--- src/hdl/tsc_pkg.sv ---
package tsc_pkg;
    localparam int CLK_HZ = 10_000_000;
    localparam int BIAS_MS = 24;
    localparam int PRI_MS = 35;
    localparam int STD_MS = 235;
    localparam int BIT_US = 500;
    // Comparator deglitch time, in microseconds.
    localparam int DEG_US = 10;
    localparam int BIAS_CYC = BIAS_MS * (CLK_HZ / 1000);
    localparam int PRI_CYC = PRI_MS * (CLK_HZ / 1000);
    localparam int STD_CYC = STD_MS * (CLK_HZ / 1000);
    localparam int HALF_BIT_CYC = (BIT_US * (CLK_HZ / 1_000_000)) / 2;
    localparam int DEG_CYC = DEG_US * (CLK_HZ / 1_000_000);
    localparam int FRAME_BITS = 11;
    localparam int PKT_BYTES = 3;
    localparam int TMR_W = 22;
    localparam int PWR_W = 16;
    localparam logic [7:0] EPT_HDR = 8'h02;
    localparam logic [7:0] RXPWR_HDR = 8'h04;
    localparam logic [7:0] EPT_UNKNOWN = 8'h00;
    localparam logic [7:0] EPT_INT_FAULT = 8'h02;
    localparam logic [7:0] EPT_OVER_TEMP = 8'h03;
    localparam logic [7:0] PWR_SAT = 8'hff;
    localparam int SYN_HOT = 0;
    localparam int SYN_COLD = 1;
    localparam int SYN_CTRL = 2;
    localparam int SYN_DIE_HOT = 3;
    localparam int SYN_DIE_COOL = 4;
    localparam int SYN_N = 5;
    typedef enum logic [1:0] {TSC_BIAS, TSC_MONITOR, TSC_HALT} tsc_phase_e;
endpackage

--- src/hdl/tsc_biphase_tx.sv ---
`timescale 1ns/1ps
module tsc_biphase_tx #(
    parameter int HALF_CYC = tsc_pkg::HALF_BIT_CYC,
    parameter int BYTES = tsc_pkg::PKT_BYTES
) (
    input wire logic sys_clk,
    input wire logic nrst,
    input wire logic start,
    input wire logic [BYTES*8-1:0] pkt,
    output logic busy,
    output logic mod_out
);
    localparam int NB = BYTES * tsc_pkg::FRAME_BITS;
    localparam int CW = $clog2(HALF_CYC + 1);
    localparam int BW = $clog2(NB + 1);

    logic [NB-1:0] frame;
    logic [NB-1:0] shift_r;
    logic [BW-1:0] left_r;
    logic [CW-1:0] half_r;
    logic second_r;
    logic busy_r;
    logic mod_r;

    always_comb begin
        frame = '0;
        for (int i = 0; i < BYTES; i++) begin
            frame[i*tsc_pkg::FRAME_BITS +: tsc_pkg::FRAME_BITS] =
                {1'b1, ~^pkt[i*8 +: 8], pkt[i*8 +: 8], 1'b0};
        end
    end

    always_ff @(posedge sys_clk) begin
        if (!nrst) begin
            shift_r <= '0;
            left_r <= '0;
            half_r <= '0;
            second_r <= 1'b0;
            busy_r <= 1'b0;
            mod_r <= 1'b0;
        end else if (!busy_r) begin
            if (start) begin
                shift_r <= frame;
                left_r <= BW'(NB);
                half_r <= '0;
                second_r <= 1'b0;
                busy_r <= 1'b1;
                mod_r <= ~mod_r;
            end
        end else if (half_r == CW'(HALF_CYC - 1)) begin
            half_r <= '0;
            if (!second_r) begin
                second_r <= 1'b1;
                if (shift_r[0]) begin
                    mod_r <= ~mod_r;
                end
            end else begin
                second_r <= 1'b0;
                shift_r <= shift_r >> 1;
                left_r <= left_r - BW'(1);
                if (left_r == BW'(1)) begin
                    busy_r <= 1'b0;
                end else begin
                    mod_r <= ~mod_r;
                end
            end
        end else begin
            half_r <= half_r + CW'(1);
        end
    end

    assign busy = busy_r;
    assign mod_out = mod_r;
endmodule

--- src/hdl/tsc_ctrl.sv ---
`timescale 1ns/1ps
module tsc_ctrl #(
    parameter int BIAS_CYC = tsc_pkg::BIAS_CYC,
    parameter int PRI_CYC = tsc_pkg::PRI_CYC,
    parameter int STD_CYC = tsc_pkg::STD_CYC,
    parameter int HALF_BIT_CYC = tsc_pkg::HALF_BIT_CYC,
    parameter int DEG_CYC = tsc_pkg::DEG_CYC,
    parameter int PWR_W = tsc_pkg::PWR_W
) (
    input wire logic sys_clk,
    input wire logic nrst,
    input wire logic hot_cmp,
    input wire logic cold_cmp,
    input wire logic ctrl_high_cmp,
    input wire logic die_hot,
    input wire logic die_cool,
    input wire logic priority_period,
    input wire logic [PWR_W-1:0] out_power,
    input wire logic [PWR_W-1:0] loss_power,
    output logic temp_bias_read_window,
    output logic sense_pin_o,
    output logic sense_pin_oe,
    output logic ldo_en,
    output logic ctrl_flag,
    output logic transfer_ended,
    output logic [7:0] ept_reason,
    output logic [PWR_W:0] rx_power,
    output logic comm_mod,
    output logic comm_busy
);
    localparam int TW = tsc_pkg::TMR_W;
    localparam int DW = $clog2(DEG_CYC + 1);

    logic [tsc_pkg::SYN_N-1:0] raw;
    logic [tsc_pkg::SYN_N-1:0] sync1_r;
    logic [tsc_pkg::SYN_N-1:0] sync2_r;
    tsc_pkg::tsc_phase_e phase_r;
    logic [TW-1:0] tmr_r;
    logic [TW-1:0] mon_len;
    logic bias_end;
    logic mon_end;
    logic [1:0] trip;
    logic [DW-1:0] deg_r [2];
    logic temp_fault;
    logic ext_fault;
    logic ctrl_flag_r;
    logic ts_off_r;
    logic die_off_r;
    logic die_trip;
    logic ept_req_r;
    logic [7:0] reason_r;
    logic pwr_req_r;
    logic [PWR_W:0] rx_power_r;
    logic [7:0] pwr_byte;
    logic tx_busy;
    logic tx_start;
    logic [7:0] hdr;
    logic [7:0] body;
    logic [23:0] pkt;
    logic ended_r;

    // Pins and analog comparator outputs cross into this clock domain here.
    assign raw = {die_cool, die_hot, ctrl_high_cmp, cold_cmp, hot_cmp};

    always_ff @(posedge sys_clk) begin
        if (!nrst) begin
            sync1_r <= '0;
            sync2_r <= '0;
        end else begin
            sync1_r <= raw;
            sync2_r <= sync1_r;
        end
    end

    assign mon_len = priority_period ? TW'(PRI_CYC) : TW'(STD_CYC);
    assign bias_end = (phase_r == tsc_pkg::TSC_BIAS) && (tmr_r == TW'(BIAS_CYC - 1));
    assign mon_end = (phase_r == tsc_pkg::TSC_MONITOR) && (tmr_r == mon_len - TW'(1));

    always_ff @(posedge sys_clk) begin
        if (!nrst) begin
            phase_r <= tsc_pkg::TSC_BIAS;
            tmr_r <= '0;
        end else if (ts_off_r) begin
            phase_r <= tsc_pkg::TSC_HALT;
            tmr_r <= '0;
        end else if (bias_end) begin
            phase_r <= tsc_pkg::TSC_MONITOR;
            tmr_r <= '0;
        end else if (mon_end) begin
            phase_r <= tsc_pkg::TSC_BIAS;
            tmr_r <= '0;
        end else begin
            tmr_r <= tmr_r + TW'(1);
        end
    end

    always_ff @(posedge sys_clk) begin
        if (!nrst) begin
            temp_bias_read_window <= 1'b0;
        end else begin
            temp_bias_read_window <= (phase_r == tsc_pkg::TSC_BIAS) && !bias_end && !ts_off_r;
        end
    end

    // The bias source only ever drives the pin high; when released the host may move it.
    assign sense_pin_o = temp_bias_read_window;
    assign sense_pin_oe = temp_bias_read_window;

    for (genvar i = 0; i < 2; i++) begin : g_deg
        always_ff @(posedge sys_clk) begin
            if (!nrst) begin
                deg_r[i] <= '0;
            end else if (!temp_bias_read_window || !sync2_r[i]) begin
                deg_r[i] <= '0;
            end else if (deg_r[i] != DW'(DEG_CYC)) begin
                deg_r[i] <= deg_r[i] + DW'(1);
            end
        end
        assign trip[i] = (deg_r[i] == DW'(DEG_CYC - 1)) && sync2_r[i];
    end

    assign temp_fault = |trip;
    assign ext_fault = (phase_r == tsc_pkg::TSC_MONITOR) && sync2_r[tsc_pkg::SYN_CTRL];

    always_ff @(posedge sys_clk) begin
        if (!nrst) begin
            ctrl_flag_r <= 1'b0;
        end else if (ext_fault) begin
            ctrl_flag_r <= 1'b1;
        end
    end

    // shutdown on pin command or temperature trip, held until reset
    always_ff @(posedge sys_clk) begin
        if (!nrst) begin
            ts_off_r <= 1'b0;
        end else if (ext_fault || temp_fault) begin
            ts_off_r <= 1'b1;
        end
    end

    assign die_trip = sync2_r[tsc_pkg::SYN_DIE_HOT] && !die_off_r;

    always_ff @(posedge sys_clk) begin
        if (!nrst) begin
            die_off_r <= 1'b0;
        end else if (sync2_r[tsc_pkg::SYN_DIE_HOT]) begin
            die_off_r <= 1'b1;
        end else if (sync2_r[tsc_pkg::SYN_DIE_COOL]) begin
            die_off_r <= 1'b0;
        end
    end

    always_ff @(posedge sys_clk) begin
        if (!nrst) begin
            ldo_en <= 1'b0;
        end else begin
            ldo_en <= !die_off_r && !ts_off_r && !sync2_r[tsc_pkg::SYN_DIE_HOT];
        end
    end

    // A new fault in the send cycle re-arms the request, so the clear does not drop that fault.
    always_ff @(posedge sys_clk) begin
        if (!nrst) begin
            ept_req_r <= 1'b0;
            reason_r <= tsc_pkg::EPT_UNKNOWN;
        end else begin
            if (tx_start && ept_req_r) begin
                ept_req_r <= 1'b0;
            end
            if (die_trip) begin
                ept_req_r <= 1'b1;
                reason_r <= tsc_pkg::EPT_INT_FAULT;
            end else if (!ts_off_r && ext_fault) begin
                ept_req_r <= 1'b1;
                reason_r <= tsc_pkg::EPT_UNKNOWN;
            end else if (!ts_off_r && temp_fault) begin
                ept_req_r <= 1'b1;
                reason_r <= tsc_pkg::EPT_OVER_TEMP;
            end
        end
    end

    always_ff @(posedge sys_clk) begin
        if (!nrst) begin
            rx_power_r <= '0;
        end else begin
            rx_power_r <= {1'b0, out_power} + {1'b0, loss_power};
        end
    end

    // The packet carries one power byte, so large values saturate rather than wrap.
    assign pwr_byte = (rx_power_r > (PWR_W + 1)'(tsc_pkg::PWR_SAT)) ? tsc_pkg::PWR_SAT
                                                                    : rx_power_r[7:0];

    always_ff @(posedge sys_clk) begin
        if (!nrst) begin
            pwr_req_r <= 1'b0;
        end else begin
            if (tx_start && !ept_req_r) begin
                pwr_req_r <= 1'b0;
            end
            if (mon_end && ldo_en) begin
                pwr_req_r <= 1'b1;
            end
        end
    end

    always_ff @(posedge sys_clk) begin
        if (!nrst) begin
            ended_r <= 1'b0;
        end else if (tx_start && ept_req_r) begin
            ended_r <= 1'b1;
        end else if (!die_off_r && !ts_off_r) begin
            ended_r <= 1'b0;
        end
    end

    // End-transfer messages take precedence over power reports.
    assign tx_start = !tx_busy && (ept_req_r || pwr_req_r);
    assign hdr = ept_req_r ? tsc_pkg::EPT_HDR : tsc_pkg::RXPWR_HDR;
    assign body = ept_req_r ? reason_r : pwr_byte;
    assign pkt = {hdr ^ body, body, hdr};

    tsc_biphase_tx #(
        .HALF_CYC(HALF_BIT_CYC),
        .BYTES(tsc_pkg::PKT_BYTES)
    ) u_tx (
        .sys_clk(sys_clk),
        .nrst(nrst),
        .start(tx_start),
        .pkt(pkt),
        .busy(tx_busy),
        .mod_out(comm_mod)
    );

    assign ctrl_flag = ctrl_flag_r;
    assign transfer_ended = ended_r;
    assign ept_reason = reason_r;
    assign rx_power = rx_power_r;
    assign comm_busy = tx_busy;
endmodule

--- config.mk ---
export PLATFORM = sky130hd
export DESIGN_NAME = tsc_ctrl
export DESIGN_NICKNAME = d
export VERILOG_FILES = /design/src/hdl/tsc_pkg.sv /design/src/hdl/tsc_biphase_tx.sv /design/src/hdl/tsc_ctrl.sv
export SDC_FILE = /design/constraint.sdc
export NUM_CORES = 1
export LEC_CHECK = 0
export ABC_AREA = 1
export BUFFER_PORTS_ARGS = -buffer_cell sky130_fd_sc_hd__buf_2
export CAP_MARGIN = 20
export CORE_MARGIN = 2
export CORE_UTILIZATION = 55
export DETAILED_ROUTE_END_ITERATION = 10
export PLACE_DENSITY = 0.76
export RECOVER_POWER = 25
export SLEW_MARGIN = 20
export SYNTH_ARGS = -nofsm -noshare
export SYNTH_HDL_FRONTEND = slang
export SYNTH_SLANG_ARGS = --single-unit
--- constraint.sdc ---
create_clock -name sys_clk -period 5.1 [get_ports sys_clk]
set_clock_uncertainty 0.1 [all_clocks]
set_input_delay 0.51 -clock sys_clk [delete_from_list [all_inputs] [get_ports sys_clk]]
set_output_delay 0.51 -clock sys_clk [all_outputs]
set_load 0.005 [all_outputs]
==> flow_summary.yaml <==
run_status:
  status: "finished with violations"
  failed_checks: "capacitance limit, slew limit"
sta:
  final_max_slew_viol_count: 55
  tns_ns: 0
  fin_crit_ns: 3.29
  setup_viol: 0
  timing.final.ws_setup_ns: 1.81
  hold_viol: 0
  max-slew-margin-rel: -0.464
  fmax_mhz: 304
  finalCritPeriodShare: 0.646
  rsz0062_at_grt: "false"
  worstMarginPinSlew_ns: 2.20
worst_setup_path:
  worstPathRequired_ns: 5.32
  crit_fanout: 54
  end_kind: "flip-flop"
  start_kind: "input pin"
  path_class: "in2reg"
  worstPathArrival_ns: 3.51
clocking:
  ctsHoldBuffers: 0
  cts_setup_buffers: 0
  cts_resized: 0
  cts_buffer_depth: 2
  cts_max_level: 4
  cts_tree: "built"
  cts_buffers: 17
  root_buffer: "clkbuf_16"
  cts.sinks: 129
  insertion_delay_ns: 0.42
  clk_pin_slew_ns: 0.06
synth:
  yosysTopAreaCell: "dfxtp_1"
  ys_warn_count: 0
  yosysUniqueCellTypes: 53
  synth-main-ff-cell: "dfxtp_1"
  syn_avg_cell_area_um2: 7.43
  synth_edf_count: 14
  syn_inst: 876
  yosysSeqAreaShare: 0.418
  synth-seq-cells: 129
  synth_area_um2: 6510
  synth.top_cells.by_area: "dfxtp_1, nand2_1, inv_1, edfxtp_1, nor2_1"
  netlist.area_leader.share: 0.354
  async_reset_ff_frac: 0
power_and_ir_drop:
  finalPower_mw: 2.50
  power_leakage_nw: 3.16
  irDropWorstVdd_v: 0.000277
  powerDensity_nw_per_um2: 336
global_routing:
  antenna_found_initial: 0
  track_usage: 0.220
  grt_pass1_vias: 5100
  grt_max_degree: 55
  grt_pass1_wl_mm: 22.8
  overflow: 0
placed_design:
  place.gp.congestion: 0.832
  post_dp_cell_area_um2: 6870
  place_ws_ns: 2.34
  port_buffers: 66
  dpl.hpwl_mm: 9.35
route:
  wl_per_cell_um: 12.3
  drc: 0
  drt-total-wl_mm: 13.4
  dr.pass1.iters: 5
  antenna_left: 0
  via_per_inst: 5.33
  drt_iter0_markers: 471
  vias: 5823
final_layout:
  syn_to_final_growth_pct: 14.3
  final_common_cell: "nand2_1"
  drive_gt1_frac: 0.118
  final_area_um2: 7440
  layout_common_cells: "nand2_1, dfxtp_1, inv_1, nor2_1, a21oi_1"
  nets: 1001
  antenna_cells: 0
job:
  cap_violations: 1
die:
  ios: 73
  fp-row-count: 39
  die_area_um2: 12700
  dieHeight_um: 113
  die_x_um: 113
  floorplan.initialDensity: 0.568
  core_area_um2: 11500
min_path:
  hp-class: "in2reg"
-- layout make-up --
cell class | count | area, um^2
fillers | 1029 | 4030
clock buffers | 19 | 454
repair buffers | 67 | 319
flip-flops and latches | 129 | 2720
multi-input cells | 600 | 3170
well taps | 143 | 179
inverters | 121 | 460
clock inverters | 13 | 135
-- power breakdown --
group          internal, mW  switching, mW
Combinational        0.0842          0.142
Sequential             1.06         0.0252
Clock                 0.745          0.445
Total                  1.89          0.613
-- cells in the mapped netlist, drive strengths merged (2+ instances only) --
cell    number
nor3        25
o21ai       63
nor4         5
a221oi       2
dfxtp      115
buf         23
clkbuf       8
nand3       43
nor3b        7
a211oi       3
or2          5
o31ai        2
edfxtp      14
xnor2        4
a22oi       11
inv        120
a21oi       70
o211ai       4
o21a         3
nand4       21
ha          24
nor2       107
xor2         8
a31oi       13
nand2      166
-- critical path: stages --
cell and delay [ns]:
clkbuf_1 1.53, inv_1 0.17, nor2_1 0.26, nand3_1 0.64, nor3_1 0.37
-- layer usage --
metal  track usage  vias up  part of all wire
li1              -     3018                 -
met1         0.289     2628              0.48
met2         0.342      160              0.45
met3        0.0653       17             0.059
met4        0.0846        0             0.014
met5             0        -                 0
-- path summary, 6_finish.rpt --
check	cells after the start	slack, ns	endpoint	from
max	5	1.81	tmr_r[13]	nrst
min	3	0.17	sync1_r[4]	die_cool
max reg2reg	8	2.33	u_tx.shift_r[12]	u_tx.busy
min reg2reg	2	0.31	sync2_r[2]	sync1_r[2]
-- metrics by stage --
step | hold slack [ns] | std cells | util
floorplan | 0.287 | 881 | -
global placement | 0.293 | 1060 | 0.599
detailed placement | 0.298 | 1060 | 0.599
global route | 0.178 | 1092 | 0.649
finish | 0.171 | 1092 | 0.649
CTS | 0.161 | 1092 | 0.650
-- sequential cells by signal (all words and copies together) (netlist names), 2 cells and up --
register      flops
u_tx.shift_r     33
tmr_r            22
rx_power         17
deg_r            14
u_tx.half_r      12
u_tx.left_r       6
sync1_r           5
sync2_r           5
ept_reason        2
phase_r           2
-- cells by family after synthesis --
family | synth area share
simple gates | 0.262
fa+ha+maj | 0.0492
flops | 0.418
buf+inv | 0.0977
other cells | 0.000576
compound gates | 0.156
xor+xnor | 0.0161
No activity file was read; power rests on OpenSTA's default activity.
